`config.mk`:
```
export PLATFORM = sky130hd
export DESIGN_NAME = sac_top
export DESIGN_NICKNAME = d
export VERILOG_FILES = /design/src/verilog/sac_sar.v /design/src/verilog/sac_top.v
export VERILOG_INCLUDE_DIRS = /design/src /design/src/verilog
export SDC_FILE = /design/constraint.sdc
export NUM_CORES = 1
export LEC_CHECK = 0
export BUFFER_PORTS_ARGS = -buffer_cell sky130_fd_sc_hd__buf_2
export CAP_MARGIN = 5
export CELL_PAD_IN_SITES_DETAIL_PLACEMENT = 0
export CELL_PAD_IN_SITES_GLOBAL_PLACEMENT = 1
export CORE_ASPECT_RATIO = 0.7
export CORE_MARGIN = 1
export CORE_UTILIZATION = 43
export DETAILED_ROUTE_END_ITERATION = 8
export GPL_TIMING_DRIVEN = 0
export PLACE_DENSITY_LB_ADDON = 0.1
export SLEW_MARGIN = 20
export SYNTH_ARGS = -nofsm -noshare
export SYNTH_HDL_FRONTEND = slang
export SYNTH_HIERARCHICAL = 1
export SYNTH_SLANG_ARGS = --single-unit
```
`constraint.sdc`:
```
create_clock -name pclk -period 4 [get_ports pclk]
set_clock_uncertainty 0.05 [all_clocks]
set_input_delay 0.6 -clock pclk [delete_from_list [all_inputs] [get_ports pclk]]
set_output_delay 0.6 -clock pclk [all_outputs]
set_load 0.02 [all_outputs]
```
`src/verilog/sac_consts.vh`:
```
/*
 * Constants for the converter control block: register indices, field positions,
 * reset values and conversion timing counts.
 * Assumes it is included by the block's design files and needs nothing else.
 */
// Notes on behaviour
// - End-of-conversion flag, control bit 7, sets at conversion end, clears on high result read.
// - Setting the power-on bit starts back-to-back conversions of the selected channel.
// - Clearing the power-on bit switches off converter and amplifier; no conversions.
// - Channel field bits 2:0 routes input 0 through 6 to the converter.
// - High result register holds bits 9:2; low register bits 1:0 hold bits 1:0.
// - Input above high reference reads FFh high, 03h low, no overflow flag.
// - Input below low reference reads all zero in both result registers.
// - Converter clock: both clear CPU/2, speed alone CPU/1, slow set CPU/4.
// - Calibration bit ties amplifier input to 0V so the result shows offset.
// - Low register bits 7:5 always read zero.
// - Reset clears control register and low register bits 7:2; results undefined.
// - Wait mode leaves conversion running; halt mode disables the converter.
// - Selected amplifier multiplies input by eight; range zero to supply over eight.
// - Amplifier is powered with the power-on bit; no extra start-up delay.
`ifndef SAC_CONSTS_VH
`define SAC_CONSTS_VH

// Register indices; byte address is four times the index
`define SAC_IDX_CTRL 8'h34
`define SAC_IDX_RES_HIGH 8'h35
`define SAC_IDX_RES_LOW 8'h36
`define SAC_ADDR_W 12

// Control register fields
`define SAC_CTRL_EOC 7
`define SAC_CTRL_SPEED 6
`define SAC_CTRL_PON 5
`define SAC_CTRL_CH_HI 2
`define SAC_CTRL_RESET 8'h00

// Low register fields
`define SAC_LOW_AMPLIFIER_ZERO_CALIBRATE 4
`define SAC_LOW_SLOW 3
`define SAC_LOW_AMPLIFIER_SELECT 2
`define SAC_LOW_CFG_RESET 3'h0

// Result width and conversion timing in converter clocks
`define SAC_RES_BITS 10
`define SAC_SAMPLE_TICKS 3'h4
`define SAC_TICKS_PER_BIT 3'h4

// Divider terminal counts for CPU/1, CPU/2, CPU/4
`define SAC_DIV1_LAST 2'h0
`define SAC_DIV2_LAST 2'h1
`define SAC_DIV4_LAST 2'h3

`endif

```
`src/verilog/sac_sar.v`:
```
/*
 * Successive-approximation sequencer: sample phase, then ten trial bits,
 * most significant first, one trial per fixed number of converter clocks.
 * Assumes a one-cycle tick at the converter clock rate and a comparator level
 * already synchronised to pclk.
 */
`timescale 1ns/1ps
`default_nettype none
`include "sac_consts.vh"

module sac_sar (
	// Clock and reset
	input wire pclk,
	input wire presetn,
	// Control
	input wire tick,
	input wire run,
	input wire cmp_high,
	// Analog side
	output reg [`SAC_RES_BITS-1:0] trial_code,
	output reg sample,
	// Result
	output reg done,
	output reg [`SAC_RES_BITS-1:0] result
);

	localparam ST_IDLE = 2'h0;
	localparam ST_SAMPLE = 2'h1;
	localparam ST_TRIAL = 2'h2;

	reg [1:0] state;
	reg [2:0] cnt;
	reg [3:0] bit_idx;
	wire [`SAC_RES_BITS-1:0] bit_mask;
	wire [`SAC_RES_BITS-1:0] kept_code;

	// Keep the trial bit only when the input sits at or above the trial level
	assign bit_mask = 10'h001 << bit_idx;
	assign kept_code = cmp_high ? trial_code : (trial_code & ~bit_mask);

	// Sequencer; an input over range keeps every bit, under range drops every bit
	always @(posedge pclk or negedge presetn) begin
		if (!presetn) begin
			state <= ST_IDLE;
			cnt <= 3'h0;
			bit_idx <= 4'h0;
			trial_code <= 10'h000;
			sample <= 1'b0;
			done <= 1'b0;
			result <= 10'h000;
		end else if (!run) begin
			state <= ST_IDLE;
			cnt <= 3'h0;
			trial_code <= 10'h000;
			sample <= 1'b0;
			done <= 1'b0;
		end else begin
			done <= 1'b0;
			case (state)
			ST_IDLE: begin
				state <= ST_SAMPLE;
				cnt <= 3'h0;
				sample <= 1'b1;
			end
			ST_SAMPLE: begin
				if (tick) begin
					if (cnt == `SAC_SAMPLE_TICKS - 3'h1) begin
						state <= ST_TRIAL;
						cnt <= 3'h0;
						sample <= 1'b0;
						bit_idx <= 4'h9;
						trial_code <= 10'h200;
					end else begin
						cnt <= cnt + 3'h1;
					end
				end
			end
			ST_TRIAL: begin
				if (tick) begin
					if (cnt == `SAC_TICKS_PER_BIT - 3'h1) begin
						cnt <= 3'h0;
						if (bit_idx == 4'h0) begin
							result <= kept_code;
							done <= 1'b1;
							state <= ST_SAMPLE;
							sample <= 1'b1;
							trial_code <= 10'h000;
						end else begin
							trial_code <= kept_code | (bit_mask >> 1);
							bit_idx <= bit_idx - 4'h1;
						end
					end else begin
						cnt <= cnt + 3'h1;
					end
				end
			end
			default: begin
				state <= ST_IDLE;
			end
			endcase
		end
	end

endmodule
`default_nettype wire

```
`src/verilog/sac_top.v`:
```
/*
 * Converter control block: APB register slave, converter clock divider,
 * power, channel and amplifier controls, result registers and the
 * end-of-conversion flag with its read-to-clear behaviour.
 * Assumes an analog macro that follows the trial code and returns a
 * comparator level from outside the clock domain, and a halt level from
 * logic on pclk.
 */
`timescale 1ns/1ps
`default_nettype none
`include "sac_consts.vh"

module sac_top (
	// Clock and reset
	input wire pclk,
	input wire presetn,

	// APB slave
	input wire psel,
	input wire penable,
	input wire pwrite,
	input wire [`SAC_ADDR_W-1:0] paddr,
	input wire [31:0] pwdata,
	output reg [31:0] prdata,
	output wire pready,
	output wire pslverr,

	// Low-power mode from the clock controller
	input wire halt_mode,

	// Analog converter side
	input wire comparator_high,
	output wire [`SAC_RES_BITS-1:0] trial_code,
	output wire sample_hold,
	output wire converter_power_on,
	output wire amplifier_power,
	output wire [2:0] input_channel_select,
	output wire amplifier_select,
	output wire amplifier_zero_calibrate,

	// Status for the rest of the chip
	output wire end_of_conversion
);

	// Control register fields
	reg eoc;
	reg speed;
	reg power_on;
	reg [2:0] channel;

	// Low register configuration fields
	reg amp_cal;
	reg slow;
	reg amp_sel;

	// Result held for software
	reg [`SAC_RES_BITS-1:0] result;

	// Bus decode
	wire [7:0] reg_index;
	wire addr_aligned;
	wire hit_ctrl;
	wire hit_high;
	wire hit_low;
	wire hit_any;

	// Transfer phases and register strobes
	wire setup_phase;
	wire access_phase;
	wire wr_ctrl;
	wire wr_low;
	wire rd_high;
	wire rd_setup;

	// Read data from the addressed register, before capture
	reg [7:0] next_rdata;

	// Readable words of the three registers
	wire [7:0] ctrl_word;
	wire [7:0] high_word;
	wire [7:0] low_word;

	// Write data fields of the control register
	wire wr_speed;
	wire wr_power_on;
	wire [2:0] wr_channel;

	// Write data fields of the low register
	wire wr_amp_cal;
	wire wr_slow;
	wire wr_amp_sel;

	// A conversion that lands after the read data was captured
	reg done_late;

	// Flag set and clear terms
	wire eoc_set;
	wire eoc_clear;

	// Converter clock divider
	reg [1:0] div_cnt;
	reg [1:0] div_last;
	wire conv_tick;

	// Converter run enable
	wire run;

	// Comparator synchroniser
	reg cmp_meta;
	reg cmp_sync;

	// Sequencer outputs
	wire seq_done;
	wire [`SAC_RES_BITS-1:0] seq_result;

	// Address decode; the low two bits and upper bits must be zero
	assign addr_aligned = (paddr[1:0] == 2'h0) && (paddr[`SAC_ADDR_W-1:10] == 2'h0);
	assign reg_index = paddr[9:2];
	assign hit_ctrl = addr_aligned && (reg_index == `SAC_IDX_CTRL);
	assign hit_high = addr_aligned && (reg_index == `SAC_IDX_RES_HIGH);
	assign hit_low = addr_aligned && (reg_index == `SAC_IDX_RES_LOW);
	assign hit_any = hit_ctrl || hit_high || hit_low;

	// Transfer phases
	assign setup_phase = psel && !penable;
	assign access_phase = psel && penable;

	// Zero wait states; unmapped addresses answer with an error
	assign pready = 1'b1;
	assign pslverr = access_phase && !hit_any;

	// Register strobes taken at the completing edge
	assign wr_ctrl = access_phase && pwrite && hit_ctrl;
	assign wr_low = access_phase && pwrite && hit_low;
	assign rd_high = access_phase && !pwrite && hit_high;

	// Read data is loaded at the setup edge of a read
	assign rd_setup = setup_phase && !pwrite;

	// Write data fields picked from the low byte of the bus
	assign wr_speed = pwdata[`SAC_CTRL_SPEED];
	assign wr_power_on = pwdata[`SAC_CTRL_PON];
	assign wr_channel = pwdata[`SAC_CTRL_CH_HI:0];
	assign wr_amp_cal = pwdata[`SAC_LOW_AMPLIFIER_ZERO_CALIBRATE];
	assign wr_slow = pwdata[`SAC_LOW_SLOW];
	assign wr_amp_sel = pwdata[`SAC_LOW_AMPLIFIER_SELECT];

	// Control register; flag bit is not writable
	always @(posedge pclk or negedge presetn) begin
		if (!presetn) begin
			speed <= 1'b0;
			power_on <= 1'b0;
			channel <= 3'h0;
		end else if (wr_ctrl) begin
			speed <= wr_speed;
			power_on <= wr_power_on;
			channel <= wr_channel;
		end
	end

	// Low register configuration bits; result bits are not writable
	always @(posedge pclk or negedge presetn) begin
		if (!presetn) begin
			amp_cal <= 1'b0;
			slow <= 1'b0;
			amp_sel <= 1'b0;
		end else if (wr_low) begin
			amp_cal <= wr_amp_cal;
			slow <= wr_slow;
			amp_sel <= wr_amp_sel;
		end
	end

	// Remember whether a conversion finished on the setup edge of a transfer
	always @(posedge pclk or negedge presetn) begin
		if (!presetn) begin
			done_late <= 1'b0;
		end else if (setup_phase) begin
			done_late <= seq_done;
		end else if (!psel) begin
			done_late <= 1'b0;
		end
	end

	// Flag terms; a read that captured stale data does not clear the flag
	assign eoc_set = seq_done;
	assign eoc_clear = rd_high && !done_late;

	// End-of-conversion flag; a finishing conversion wins over the read clear
	always @(posedge pclk or negedge presetn) begin
		if (!presetn) begin
			eoc <= 1'b0;
		end else if (eoc_set) begin
			eoc <= 1'b1;
		end else if (eoc_clear) begin
			eoc <= 1'b0;
		end
	end

	// Result copy taken in the same cycle the flag sets
	always @(posedge pclk or negedge presetn) begin
		if (!presetn) begin
			result <= 10'h000;
		end else if (seq_done) begin
			result <= seq_result;
		end
	end

	// Readable words; reserved bits and the top of the low register read zero
	assign ctrl_word = {eoc, speed, power_on, 2'h0, channel};
	assign high_word = result[9:2];
	assign low_word = {3'h0, amp_cal, slow, amp_sel, result[1:0]};

	// Read data mux for the addressed register; misaligned addresses read zero
	always @* begin
		next_rdata = 8'h00;
		if (addr_aligned) begin
			case (reg_index)
			`SAC_IDX_CTRL: begin
				next_rdata = ctrl_word;
			end
			`SAC_IDX_RES_HIGH: begin
				next_rdata = high_word;
			end
			`SAC_IDX_RES_LOW: begin
				next_rdata = low_word;
			end
			default: begin
				next_rdata = 8'h00;
			end
			endcase
		end
	end

	// Read data captured on the setup edge and held through the access phase
	always @(posedge pclk or negedge presetn) begin
		if (!presetn) begin
			prdata <= 32'h0000_0000;
		end else if (rd_setup) begin
			prdata <= {24'h00_0000, next_rdata};
		end
	end

	// Terminal count of the divider from the speed and slow bits
	always @* begin
		if (slow) begin
			div_last = `SAC_DIV4_LAST;
		end else if (speed) begin
			div_last = `SAC_DIV1_LAST;
		end else begin
			div_last = `SAC_DIV2_LAST;
		end
	end

	// Converter clock divider, held at zero while the converter is off
	always @(posedge pclk or negedge presetn) begin
		if (!presetn) begin
			div_cnt <= 2'h0;
		end else if (!run || conv_tick) begin
			div_cnt <= 2'h0;
		end else begin
			div_cnt <= div_cnt + 2'h1;
		end
	end

	assign conv_tick = run && (div_cnt >= div_last);

	// Comparator level from the analog side passes two flip-flops
	always @(posedge pclk or negedge presetn) begin
		if (!presetn) begin
			cmp_meta <= 1'b0;
			cmp_sync <= 1'b0;
		end else begin
			cmp_meta <= comparator_high;
			cmp_sync <= cmp_meta;
		end
	end

	// Halt stops the converter; wait mode has no input and so no effect
	assign run = power_on && !halt_mode;

	// Power to converter and amplifier follows the same enable
	assign converter_power_on = run;
	assign amplifier_power = run;

	// Channel routing and amplifier controls to the analog side
	assign input_channel_select = channel;
	assign amplifier_select = amp_sel;
	assign amplifier_zero_calibrate = amp_cal;
	assign end_of_conversion = eoc;

	// Successive-approximation sequencer
	sac_sar u_sar (
		.pclk(pclk),
		.presetn(presetn),
		.tick(conv_tick),
		.run(run),
		.cmp_high(cmp_sync),
		.trial_code(trial_code),
		.sample(sample_hold),
		.done(seq_done),
		.result(seq_result)
	);

endmodule
`default_nettype wire
```
==> flow_summary.rst, run 1 <==
.. list-table::
   :header-rows: 1

   * - Metric
     - Value
   * - Effective utilization at floorplan
     - 44.5%
   * - Asr flop ratio synth
     - 100%
   * - Top-level port count
     - ~100
   * - Detailed-route via count
     - 2720
   * - Synthesized area per cell
     - 10.7 µm²
   * - Clock network power share
     - 48.7%
   * - Post-synthesis share of cell area spent on full adders, half adders and majority gates
     - 4.27%
   * - Post-CTS Setup Inserts
     - 0
   * - Clock sink total
     - between 60 and 70
   * - Pre-CTS setup slack
     - between 0.9 and 1 ns
   * - Static Leak
     - 2.11 nW
   * - CP Class
     - reg -> reg
   * - Number of iterations in the first detailed-routing pass
     - 4
   * - Sequential cell fraction of total power
     - 45.1%
   * - Growth of design area from synthesis to finish
     - 21.7%
   * - Ant diodes
     - 0
   * - Pin count of the biggest net entering global routing
     - 49
   * - Total power draw
     - between 1 and 1.5 mW
   * - Yosys cell types
     - 62
   * - Status
     - finished clean
   * - Final critical-path setup slack
     - 1.02 ns
   * - Critical path peak fanout
     - 8
   * - Final hold violation count
     - 0
   * - IR drop worst, VDD
     - a little over 0.0003 V
   * - Row count
     - 27
   * - Sum of negative setup slack
     - 0 ns
   * - P per Cell Area
     - 332 nW/µm²
   * - Achievable frequency
     - 336 MHz
   * - Kind of launch point of the worst setup path
     - flip-flop
   * - Wire length reported by the detailed router
     - 8.11 mm
   * - Number of warning messages in the yosys log
     - 6
   * - Placer's final routability congestion estimate
     - 0.866
   * - Die area
     - 8550 µm²
   * - Xor and xnor area share after synthesis
     - 0.249%
   * - Max-slew headroom
     - 59.3%
   * - Crit share post-route
     - 74.4%
   * - Number of antenna violations at the first check in global routing
     - 0
   * - Top layer reached by signal wires
     - met4
   * - Required time worst endpoint
     - 4.11 ns
   * - Post-CTS Resized
     - 0
   * - Cell Int Power
     - around 1.1 mW
   * - Root Buffer
     - clkbuf_16
   * - Buffer levels on the longest clock path
     - 2
   * - Worst setup EP type
     - flip-flop
   * - Cell count after synthesis
     - 328
   * - Combinational family with the most area after synthesis
     - simple AND/OR/NAND/NOR gates
   * - Simple-gate portion of the synthesized area
     - ~16%
   * - End-of-flow core utilization
     - between 50% and 60%
   * - Top_reg_cell synth
     - dfrtp_1
   * - TritonCTS clock tree
     - done
   * - Count of pins over their slew limit
     - 0
   * - Avg WL per Cell
     - around 16 µm
   * - Worst hold path type
     - in -> async
   * - Sw frac
     - between 20% and 30%
   * - Compound-Gate Fraction of Synth Area
     - between 10% and 20%
   * - Layout cells sized above 1
     - 29.9%
   * - Clock buffers created by TritonCTS
     - 9
   * - Source-to-sink clock delay at the later pin of the worst-skew pair
     - 0.32 ns
   * - Clock transition at the registers of the reported paths
     - around 0.050 ns
   * - Height of the chip
     - between 70 and 80 µm
   * - Number of DRC markers after the initial detailed-route iteration
     - 107
   * - Length of routed met2 wiring
     - 3.40 mm
   * - Instance area at placement
     - 4010 µm²
   * - Antenna-violating nets left
     - 0
   * - Commonest non-fill, non-tap cell in the layout
     - dfrtp_1
   * - Amount of wire on met3 after detailed routing
     - 473 µm
   * - CTS hold repair buffers
     - 0
   * - Gate power share
     - 6.2%
   * - Number of nets in the final layout
     - 477
   * - Mux share of post-synthesis cell area
     - 11.2%
   * - Setup-failing EPs final
     - 0
   * - Commonest non-fill, non-tap cells in the layout
     - dfrtp_1 (63), buf_2 (52), buf_4 (29)
   * - Register bit total from synthesis
     - 63
   * - Portion of the post-synthesis area used by sequential elements
     - 44.8%
   * - Post-Syn Area
     - 3520 µm²
   * - Leading area contributor after synthesis
     - dfrtp_1
   * - IO buf count
     - 51
   * - Cell area after layout
     - 4280 µm²
   * - Detailed-route vias per instance
     - 5.24
   * - Actual transition at the worst max-transition pin
     - 0.607 ns
   * - Via count of the first global-routing pass
     - around 2600
   * - Std-Cell Core Area
     - slightly below 8000 µm²
   * - Die X
     - 110 µm
   * - Number of max-cap violations
     - 0
   * - Top area cells in the synthesized netlist
     - dfrtp_1 (45%), mux2_2 (6.1%), buf_4 (6.0%), mux2i_1 (5.1%), ha_1 (4.3%)
   * - Crit path arrival time
     - between 3 and 4 ns
   * - Met1 wire length
     - 4.16 mm
   * - Hpwl dp
     - 6.10 mm
   * - Remaining Overflow, GRT
     - 0
   * - Residual DRC count
     - 0
   * - Post-layout minimum cycle time
     - 2.98 ns
   * - Maximum level of the CTS H-tree
     - 3
   * - Wire length of the first global-routing pass
     - 13.7 mm
   * - Unrepaired setup endpoints after global routing
     - no
   * - Total routing resource utilization after global routing
     - 21.4%
   * - Post-synth top area share
     - 44.8%
   * - Net switching component of the power
     - 0.318 mW
   * - Number of flops mapped to enable cells by yosys
     - 0
[state kept, by name (all words and copies together) (netlist names), 2 cells and up]
register,cells
div_cnt,2
prdata,8
u_sar/bit_idx,4
result,10
u_sar/cnt,3
u_sar/state,2
u_sar/trial_code,10
u_sar/result,10
input_channel_select,3
[kinds of logic (layout without fill, tap and decap cells)]
family,after synthesis,count (layout)
compound gates,63,63
xor+xnor,1,1
fa+ha+maj,12,12
buf+inv,65,132
flops,63,63
mux,37,37
other cells,2,25
simple gates,85,85
[metrics by stage]
step | cells | hold slack (ns)
final | 519 | 0.0859
after global routing | 519 | 0.0897
after CTS | 519 | 0.0831
after detailed placement | 504 | 0.308
after global placement | 503 | 0.298
after floorplan | 351 | 0.254
[routing by layer]
layer  vias to the layer above  global-route usage, %
li1                       1316                      -
met1                      1309                   31.3
met2                        85                   30.4
met3                        10                   6.05
met4                         0                   6.40
met5                         -                      0
[final cells by class]
| class | instances | area, µm² |
|---|---|---|
| fill | 760 | 3630 |
| multi-input combinational | 223 | 1660 |
| sequential | 63 | 1580 |
| timing repair buffer | 52 | 285 |
| buffer | 37 | 263 |
| clock buffer | 11 | 243 |
| tap | 101 | 126 |
| inverter | 28 | 105 |
| clock inverter | 4 | 22.5 |
[power groups by stage]
stage / Clock (mW) / Sequential, mW / Combinational (mW)
after floorplan: 0 / 0.651 / 0.0549
after global placement: 0 / 0.651 / 0.0845
after detailed placement: 0 / 0.651 / 0.0886
after CTS: 0.705 / 0.640 / 0.0888
after global routing: 0.735 / 0.640 / 0.0989
final: 0.691 / 0.641 / 0.0886
[path summary, 6_finish.rpt]
| path | slack [ns] | cells past startpoint | start | endpoint |
|---|---|---|---|---|
| max | 1.02 | 9 | slow$_DFFE_PN0P_ | u_sar/trial_code[0]$_DFFE_PN0P_ |
| min | 0.09 | 1 | presetn | prdata[3]$_DFFE_PN0P_ |
| max reg2reg | 1.02 | 9 | slow$_DFFE_PN0P_ | u_sar/trial_code[0]$_DFFE_PN0P_ |
| min reg2reg | 0.32 | 0 | cmp_meta$_DFF_PN0_ | cmp_sync$_DFF_PN0_ |
| max in group asynchronous | 3.31 | 2 | presetn | amplifier_zero_calibrate$_DFFE_PN0P_ |
| min in group pclk | 0.32 | 0 | cmp_meta$_DFF_PN0_ | cmp_sync$_DFF_PN0_ |
[worst max-delay path, cell delays in order (launching register included)]
cell and delay, ns:
dfrtp_1 0.43, inv_1 0.11, nand2_1 0.07, ha_1 0.27, nand2b_1 0.09, a21oi_1 0.08, nor2b_1 0.49, nand3b_1 0.41
o21ai_1 0.61, a221oi_1 0.19
[cell usage after synthesis (all sizes together) (5+ instances only)]
cell / instances
a21oi: 6
buf: 32
clkbuf: 5
dfrtp: 63
ha: 12
inv: 28
mux2: 19
mux2i: 18
nand2: 22
nand2b: 7
nand3: 7
nand4: 5
nor2: 5
nor2b: 9
o21ai: 9
o221ai: 7
o31ai: 11
No activity file was read; power rests on OpenSTA's default activity.
==> run 2: changes to the inputs <==
ABC_AREA = 1   (was default)
CORE_UTILIZATION = 38   (was 43)
clock period = 3.1 ns   (was 4 ns; I/O delays follow)
==> run 2 against run 1 <==
  * Non-clock buffer count is the same
  * Fmax up 29%
  * Count of clock-buffer cells in the layout down 2
  * Worst hold slack lost 0.075 ns
  * Wire length shrank 4.0%
  * Via count is 6.8% higher
  * Flip-flop and latch count unchanged
  * Setup slack worse by 0.23 ns
  * Critical path depth rose by 7
  * Register-to-register slack worse by 0.23 ns
==> flow_summary.rst, run 2 <==
.. list-table::
   :header-rows: 1

   * - Metric
     - Value
   * - Status
     - finished clean
   * - Top area cells in the synthesized netlist
     - dfrtp_1 (44%), nand2_1 (12%), buf_4 (5.6%), nand3_1 (5.6%), inv_1 (4.4%)
   * - Number of flops mapped to enable cells by yosys
     - 0 (unchanged)
   * - Top-count cell post-synth
     - nand2_1
   * - Clock buffers created by TritonCTS
     - 9 (unchanged)
   * - Commonest non-fill, non-tap cell in the layout
     - nand2_1
   * - Post-CTS Resized
     - 0 (unchanged)
   * - Setup-failing EPs final
     - 0 (unchanged)
   * - Synthesized area per cell
     - 8.44 µm² (-21%)
   * - Register bit total from synthesis
     - 63 (unchanged)
   * - Detailed-route via count
     - 2906 (+6.8%)
   * - IR drop worst, VDD
     - 0.000211 V (-30%)
   * - Top_reg_cell synth
     - dfrtp_1
   * - Sequential cell fraction of total power
     - 44.4% (-0.7 points)
   * - Growth of design area from synthesis to finish
     - 22.3%
   * - Total routing resource utilization after global routing
     - 17.0% (-4.4 points)
   * - Height of the chip
     - 83.5 µm (+7.5%)
   * - Worst hold path type
     - in -> async
   * - Slowest stage delay, CP
     - 0.40 ns (-0.21 ns)
   * - Cell Int Power
     - 1.41 mW (+28%)
   * - CP Buf/Inv Count
     - 4 (+3)
   * - Kind of cell adding the most delay to the critical path
     - simple AND/OR/NAND/NOR gates
   * - Unrepaired setup endpoints after global routing
     - no
   * - Wire length of the first global-routing pass
     - 13.1 mm (-4.3%)
   * - Sum of negative setup slack
     - 0 ns (unchanged)
   * - Met1 wire length
     - 4.11 mm (-1.2%)
   * - Length of routed met2 wiring
     - 3.23 mm (-4.9%)
   * - Portion of the post-synthesis area used by sequential elements
     - 43.8% (-1.1 points)
   * - CTS hold repair buffers
     - 0 (unchanged)
   * - Via count of the first global-routing pass
     - 2664 (+1.4%)
   * - Non-filler instance count after layout
     - 644 (+24%)
   * - Slowest-stage cell, CP
     - dfrtp_1
   * - Row count
     - 29 (+7.4%)
   * - Achievable frequency
     - 434 MHz (+29%)
   * - Die X
     - 118 µm (+7.5%)
   * - Clock sink total
     - 63 (unchanged)
   * - Post-CTS Setup Inserts
     - 0 (unchanged)
   * - Instance area at placement
     - 4130 µm² (+2.9%)
   * - Final hold violation count
     - 0 (unchanged)
   * - Detailed-route vias per instance
     - 4.51 (-14%)
   * - Critical path peak fanout
     - 10 (+2)
   * - Amount of wire on met3 after detailed routing
     - 339 µm (-28%)
   * - Total power draw
     - 1.86 mW (+31%)
   * - Post-synth top area share
     - 43.8% (-1.1 points)
   * - Residual DRC count
     - 0 (unchanged)
   * - Gate power share
     - 6.2% (about the same)
   * - Number of DRC markers after the initial detailed-route iteration
     - 96 (-10%)
   * - Root Buffer
     - clkbuf_16
   * - Largest registers ranked by flip-flop count
     - result (10), u_sar/result (10), u_sar/trial_code (10)
   * - Post-layout minimum cycle time
     - 2.31 ns (-0.668 ns)
   * - Ant diodes
     - 0 (unchanged)
   * - Post-Syn Area
     - 3600 µm² (+2.5%)
   * - Top layer reached by signal wires
     - met4
   * - Avg WL per Cell
     - 12.1 µm (-23%)
   * - Die area
     - 9880 µm² (+16%)
   * - Crit path arrival time
     - 2.53 ns (-0.56 ns)
   * - Placed Instances
     - 628 (+25%)
   * - Kind of launch point of the worst setup path
     - flip-flop
   * - Library cell appearing most often on the critical path
     - nand2_1
   * - Crit share post-route
     - 74.4% (about the same)
   * - Maximum level of the CTS H-tree
     - 3 (unchanged)
   * - Count of pins over their slew limit
     - 0 (unchanged)
   * - Asr flop ratio synth
     - 100% (unchanged)
   * - TritonCTS clock tree
     - done
   * - Required time worst endpoint
     - 3.32 ns (-0.79 ns)
   * - IO buf count
     - 53 (+3.9%)
   * - Cell count after synthesis
     - 427 (+30%)
   * - Remaining Overflow, GRT
     - 0 (unchanged)
   * - Commonest non-fill, non-tap cells in the layout
     - nand2_1 (113), dfrtp_1 (63), buf_2 (54)
   * - Layout cells sized above 1
     - 30.0% (+0.096 points)
   * - Number of antenna violations at the first check in global routing
     - 0 (unchanged)
   * - Clock transition at the registers of the reported paths
     - 0.06 ns (about the same)
   * - Number of iterations in the first detailed-routing pass
     - 4 (unchanged)
   * - Clock network power share
     - 49.4% (+0.7 points)
   * - Top post-synthesis cells by count
     - nand2_1 (113), dfrtp_1 (63), inv_1 (42)
   * - Source-to-sink clock delay at the later pin of the worst-skew pair
     - 0.33 ns (about the same)
   * - Buffer levels on the longest clock path
     - 2 (unchanged)
   * - Net switching component of the power
     - 0.451 mW (+42%)
   * - Number of max-cap violations
     - 0 (unchanged)
   * - Top-level port count
     - 104 (unchanged)
   * - Yosys cell types
     - 32 (-48%)
   * - CP Class
     - reg -> reg
   * - Sw frac
     - 24.3% (+1.9 points)
   * - Antenna-violating nets left
     - 0 (unchanged)
   * - Static Leak
     - 2.45 nW (+16%)
   * - Placer's final routability congestion estimate
     - 0.814 (-6.0%)
   * - Wire length reported by the detailed router
     - 7.79 mm (-4.0%)
   * - P per Cell Area
     - 422 nW/µm² (+27%)
   * - Number of nets in the final layout
     - 578 (+21%)
   * - Std-Cell Core Area
     - 9140 µm² (+16%)
   * - Effective utilization at floorplan
     - 39.4% (-5.1 points)
   * - Leading area contributor after synthesis
     - dfrtp_1
   * - Ordered cell list for the critical path
     - inv_1 > nand2_1 > ha_1 > inv_1 > nand2_1 > a21oi_1 > or3_1 > inv_1 > inv_2 > nand2_2 > nand2_4 > nor2_8 > nand2_4 > nor2_8 > nand2_1 > nand2_1
   * - Number of warning messages in the yosys log
     - 6 (unchanged)
   * - Cell area after layout
     - 4410 µm² (+3.0%)
   * - Pin count of the biggest net entering global routing
     - 35 (-29%)
   * - Hpwl dp
     - 5.93 mm (-2.7%)
   * - Worst setup EP type
     - flip-flop
-- run 2: power by group through the flow --
| stage | registers [mW] | logic [mW] | clock network, mW |
|---|---|---|---|
| 2_1_floorplan | 0.840 | 0.0738 | 0 |
| 3_3_place_gp | 0.839 | 0.112 | 0 |
| 3_5_place_dp | 0.839 | 0.116 | 0 |
| 4_1_cts | 0.825 | 0.117 | 0.943 |
| 5_1_grt | 0.824 | 0.129 | 0.977 |
| 6_report | 0.825 | 0.116 | 0.917 |
-- run 2: final cells by class --
class | instances | area [µm²]
plain buffers | 35 | 265
clock buffers | 9 | 225
clock inverters | 7 | 48.8
fillers | 935 | 4740
inverters | 47 | 176
multi-input cells | 305 | 1670
flip-flops and latches | 63 | 1580
well taps | 124 | 155
repair buffers | 54 | 288
-- run 2: cell families (layout without fill, tap and decap cells) --
group,count (synthesis),in the layout,synth area share [%]
compound gates,53,53,8.48
xor+xnor,2,2,0.486
fa+ha+maj,12,12,4.17
buf+inv,82,152,12.3
flops,63,63,43.8
mux,5,5,1.56
other cells,2,25,0.208
simple gates,208,208,29.1
-- run 2: worst paths after layout --
check | start | to | slack, ns | depth (start not counted)
max | slow$_DFFE_PN0P_ | u_sar/trial_code[7]$_DFFE_PN0P_ | 0.79 | 16
min | presetn | prdata[4]$_DFFE_PN0P_ | 0.01 | 1
max reg2reg | slow$_DFFE_PN0P_ | u_sar/trial_code[7]$_DFFE_PN0P_ | 0.79 | 16
min reg2reg | cmp_meta$_DFF_PN0_ | cmp_sync$_DFF_PN0_ | 0.31 | 0
max in group asynchronous | presetn | div_cnt[1]$_DFF_PN0_ | 2.46 | 2
min in group pclk | comparator_high | cmp_meta$_DFF_PN0_ | 0.20 | 1
-- run 2: per-stage QoR --
| step | utilization, % | hold slack [ns] | setup slack [ns] |
|---|---|---|---|
| 6_report | 48.2 | 0.0106 | 0.793 |
| 5_1_grt | 48.2 | 0.0265 | 0.523 |
| 4_1_cts | 48.2 | 0.0103 | 0.755 |
| 3_5_place_dp | 45.2 | 0.304 | 0.767 |
| 3_3_place_gp | 44.9 | 0.287 | 0.808 |
| 2_1_floorplan | - | 0.119 | 1.05 |
-- run 2: worst reg2reg max path: stages (launching register included) --
cell	delay (ns)
dfrtp_1	0.40
inv_1	0.09
nand2_1	0.06
ha_1	0.27
inv_1	0.03
nand2_1	0.05
a21oi_1	0.07
or3_1	0.31
inv_1	0.20
inv_2	0.07
nand2_2	0.09
nand2_4	0.07
nor2_8	0.11
nand2_4	0.07
nor2_8	0.17
nand2_1	0.08
nand2_1	0.06
-- run 2: per-layer routing --
metal | track usage [%] | vias to the layer above
met4 | 5.87 | 0
met5 | 0 | -
li1 | - | 1494
met3 | 4.78 | 10
met1 | 25.3 | 1341
met2 | 23.3 | 61
==> run 3: changes to the inputs <==
clock period = 2.18 ns   (was 3.1 ns; I/O delays follow)
==> run 3 against run 2 <==
  * Final cell count grew 2.0%
  * Worst hold slack better by 0.051 ns
  * Via count is 2.1% higher
  * Non-clock buffer count is 11 higher
  * Critical path type unchanged
  * Largest power group unchanged
==> flow_summary.rst, run 3 (synthesis gave the netlist of run 2 again) <==
.. list-table::
   :header-rows: 1

   * - Metric
     - Value
   * - Worst setup EP type
     - flip-flop
   * - IO buf count
     - 53 (unchanged)
   * - Effective utilization at floorplan
     - 39.4% (unchanged)
   * - Residual DRC count
     - 0 (unchanged)
   * - Placer's final routability congestion estimate
     - 0.814 (unchanged)
   * - Commonest non-fill, non-tap cells in the layout
     - nand2_1 (107), dfrtp_1 (63), buf_2 (54)
   * - Clock buffers created by TritonCTS
     - 9 (unchanged)
   * - Ant diodes
     - 0 (unchanged)
   * - Number of antenna violations at the first check in global routing
     - 0 (unchanged)
   * - TritonCTS clock tree
     - done
   * - Detailed-route vias per instance
     - 4.52 (about the same)
   * - Gate power share
     - 6.3% (about the same)
   * - Height of the chip
     - 83.5 µm (unchanged)
   * - Worst hold path type
     - in -> reg
   * - CP startpoint
     - slow$_DFFE_PN0P_
   * - Maximum level of the CTS H-tree
     - 3 (unchanged)
   * - Std-Cell Core Area
     - 9140 µm² (unchanged)
   * - CP Class
     - reg -> reg
   * - Pin count of the biggest net entering global routing
     - 35 (unchanged)
   * - Antenna-violating nets left
     - 0 (unchanged)
   * - Top layer reached by signal wires
     - met4
   * - Die area
     - 9880 µm² (unchanged)
   * - Achievable frequency
     - 462 MHz (+6.7%)
   * - Unrepaired setup endpoints after global routing
     - yes
   * - Instance area at placement
     - 4130 µm² (unchanged)
   * - Source-to-sink clock delay at the later pin of the worst-skew pair
     - 0.33 ns (about the same)
   * - Count of pins over their slew limit
     - 0 (unchanged)
   * - Setup-failing EPs final
     - 0 (unchanged)
   * - Root Buffer
     - clkbuf_16
   * - Avg WL per Cell
     - 12.6 µm (+4.1%)
   * - End-of-flow core utilization
     - 50.1% (+1.9 points)
   * - Number of DRC markers after the initial detailed-route iteration
     - 113 (+18%)
   * - Commonest non-fill, non-tap cell in the layout
     - nand2_1
   * - Sw frac
     - 24.3% (+0.059 points)
   * - Crit path arrival time
     - 2.38 ns (-0.15 ns)
   * - IR drop worst, VDD
     - 0.000307 V (+45%)
   * - Non-filler instance count after layout
     - 657 (+2.0%)
   * - Final hold violation count
     - 0 (unchanged)
   * - Via count of the first global-routing pass
     - 2735 (+2.7%)
   * - Startpoint of the worst hold path
     - comparator_high
   * - Sum of negative setup slack
     - 0 ns (unchanged)
   * - Placed Instances
     - 628 (unchanged)
   * - Buffer levels on the longest clock path
     - 2 (unchanged)
   * - Met1 wire length
     - 4.44 mm (+8.1%)
   * - Pre-CTS setup slack
     - -0.153 ns (-0.920 ns)
   * - Number of nets in the final layout
     - 591 (+2.2%)
   * - Kind of launch point of the worst setup path
     - flip-flop
   * - Wire length of the first global-routing pass
     - 13.4 mm (+2.1%)
   * - Row count
     - 29 (unchanged)
   * - Top-level port count
     - 104 (unchanged)
   * - Hpwl dp
     - 5.93 mm (unchanged)
   * - Critical path peak fanout
     - 5 (-5)
   * - P per Cell Area
     - 577 nW/µm² (+37%)
   * - Clock sink total
     - 63 (unchanged)
   * - Amount of wire on met3 after detailed routing
     - 339 µm (unchanged)
   * - Final critical-path setup slack
     - 0.0173 ns (-0.776 ns)
   * - Total power draw
     - 2.65 mW (+42%)
   * - Detailed-route via count
     - 2967 (+2.1%)
   * - Worst slack on hold paths
     - 0.0620 ns (+0.0515 ns)
   * - Layout cells sized above 1
     - 33.6% (+3.6 points)
   * - Total routing resource utilization after global routing
     - 17.4% (+0.43 points)
   * - Growth of design area from synthesis to finish
     - 27.2%
   * - Net switching component of the power
     - 0.643 mW (+43%)
   * - Die X
     - 118 µm (unchanged)
   * - Number of iterations in the first detailed-routing pass
     - 5 (+1)
   * - Remaining Overflow, GRT
     - 0 (unchanged)
   * - Clock transition at the registers of the reported paths
     - 0.05 ns (about the same)
   * - Clock network power share
     - 49.4% (about the same)
   * - Number of max-cap violations
     - 0 (unchanged)
   * - Sequential cell fraction of total power
     - 44.3% (about the same)
   * - Status
     - finished clean
   * - Crit share post-route
     - 99.2% (+25 points)
   * - Post-layout minimum cycle time
     - 2.16 ns (-0.144 ns)
   * - Largest registers ranked by flip-flop count
     - result (10), u_sar/result (10), u_sar/trial_code (10)
   * - Wire length reported by the detailed router
     - 8.27 mm (+6.2%)
   * - Static Leak
     - 2.53 nW (+3.2%)
   * - Length of routed met2 wiring
     - 3.37 mm (+4.1%)
   * - Cell Int Power
     - 2.00 mW (+42%)
   * - Start of the worst register-to-register path
     - slow$_DFFE_PN0P_
   * - Cell area after layout
     - 4580 µm² (+4.0%)
   * - Required time worst endpoint
     - 2.40 ns (-0.92 ns)
==> run 3: changes by cell type in the layout (fill, tap and decap cells not counted), moves of 2 or more <==
cell     before  now
buf_4        28   37
nand2_1     113  107
nand2_2      17   21
nand2_4       3    6
inv_1        42   40
==> run 3: worst max-delay path, stage by stage (launching register included) <==
cell	delay, ns
dfrtp_1	0.39
inv_2	0.06
nand2_1	0.04
ha_1	0.27
inv_1	0.04
nand2_2	0.05
a21oi_2	0.05
or3_4	0.34
inv_4	0.07
inv_2	0.05
nand2_4	0.06
nand2_4	0.07
nor2_8	0.14
nand2_4	0.10
nor2_4	0.19
nand2_1	0.08
nand2_1	0.06
==> run 3: cell type report <==
cell class | instances | area [µm²]
fillers | 924 | 4560
multi-input cells | 307 | 1740
flip-flops and latches | 63 | 1580
repair buffers | 65 | 390
plain buffers | 35 | 269
clock buffers | 9 | 225
inverters | 47 | 179
well taps | 124 | 155
clock inverters | 7 | 48.8
==> run 3: timing repair <==
action / in CTS / in global routing
pin swaps: 2 / 8
setup buffers: 6 / 4
hold buffers: 1 / 0
resized for setup: 3 / 14
setup endpoints to repair: 17 / 25
hold endpoints to repair: 29 / 0
cloned: 1 / 2
==> run 3: path summary, 6_finish.rpt <==
kind	end	slack [ns]	depth (start not counted)
max	u_sar/trial_code[4]$_DFFE_PN0P_	0.02	16
min	cmp_meta$_DFF_PN0_	0.06	1
max reg2reg	u_sar/trial_code[4]$_DFFE_PN0P_	0.02	16
min reg2reg	cmp_sync$_DFF_PN0_	0.31	0
max in group asynchronous	u_sar/cnt[0]$_DFFE_PN0P_	1.13	3
min in group asynchronous	prdata[4]$_DFFE_PN0P_	0.42	2
==> run 3: per-layer routing <==
metal / GRT usage [%] / vias to the layer above
li1: - / 1522
met1: 26.1 / 1377
met2: 23.5 / 56
met3: 4.92 / 12
met4: 6.56 / 0
met5: 0 / -
==> run 3: power by group through the flow <==
stage	clock [mW]	sequential (mW)	combinational, mW
after CTS	1.34	1.17	0.167
after detailed placement	0	1.19	0.166
after global placement	0	1.19	0.160
after floorplan	0	1.19	0.105
final	1.31	1.17	0.167
after global routing	1.39	1.17	0.185
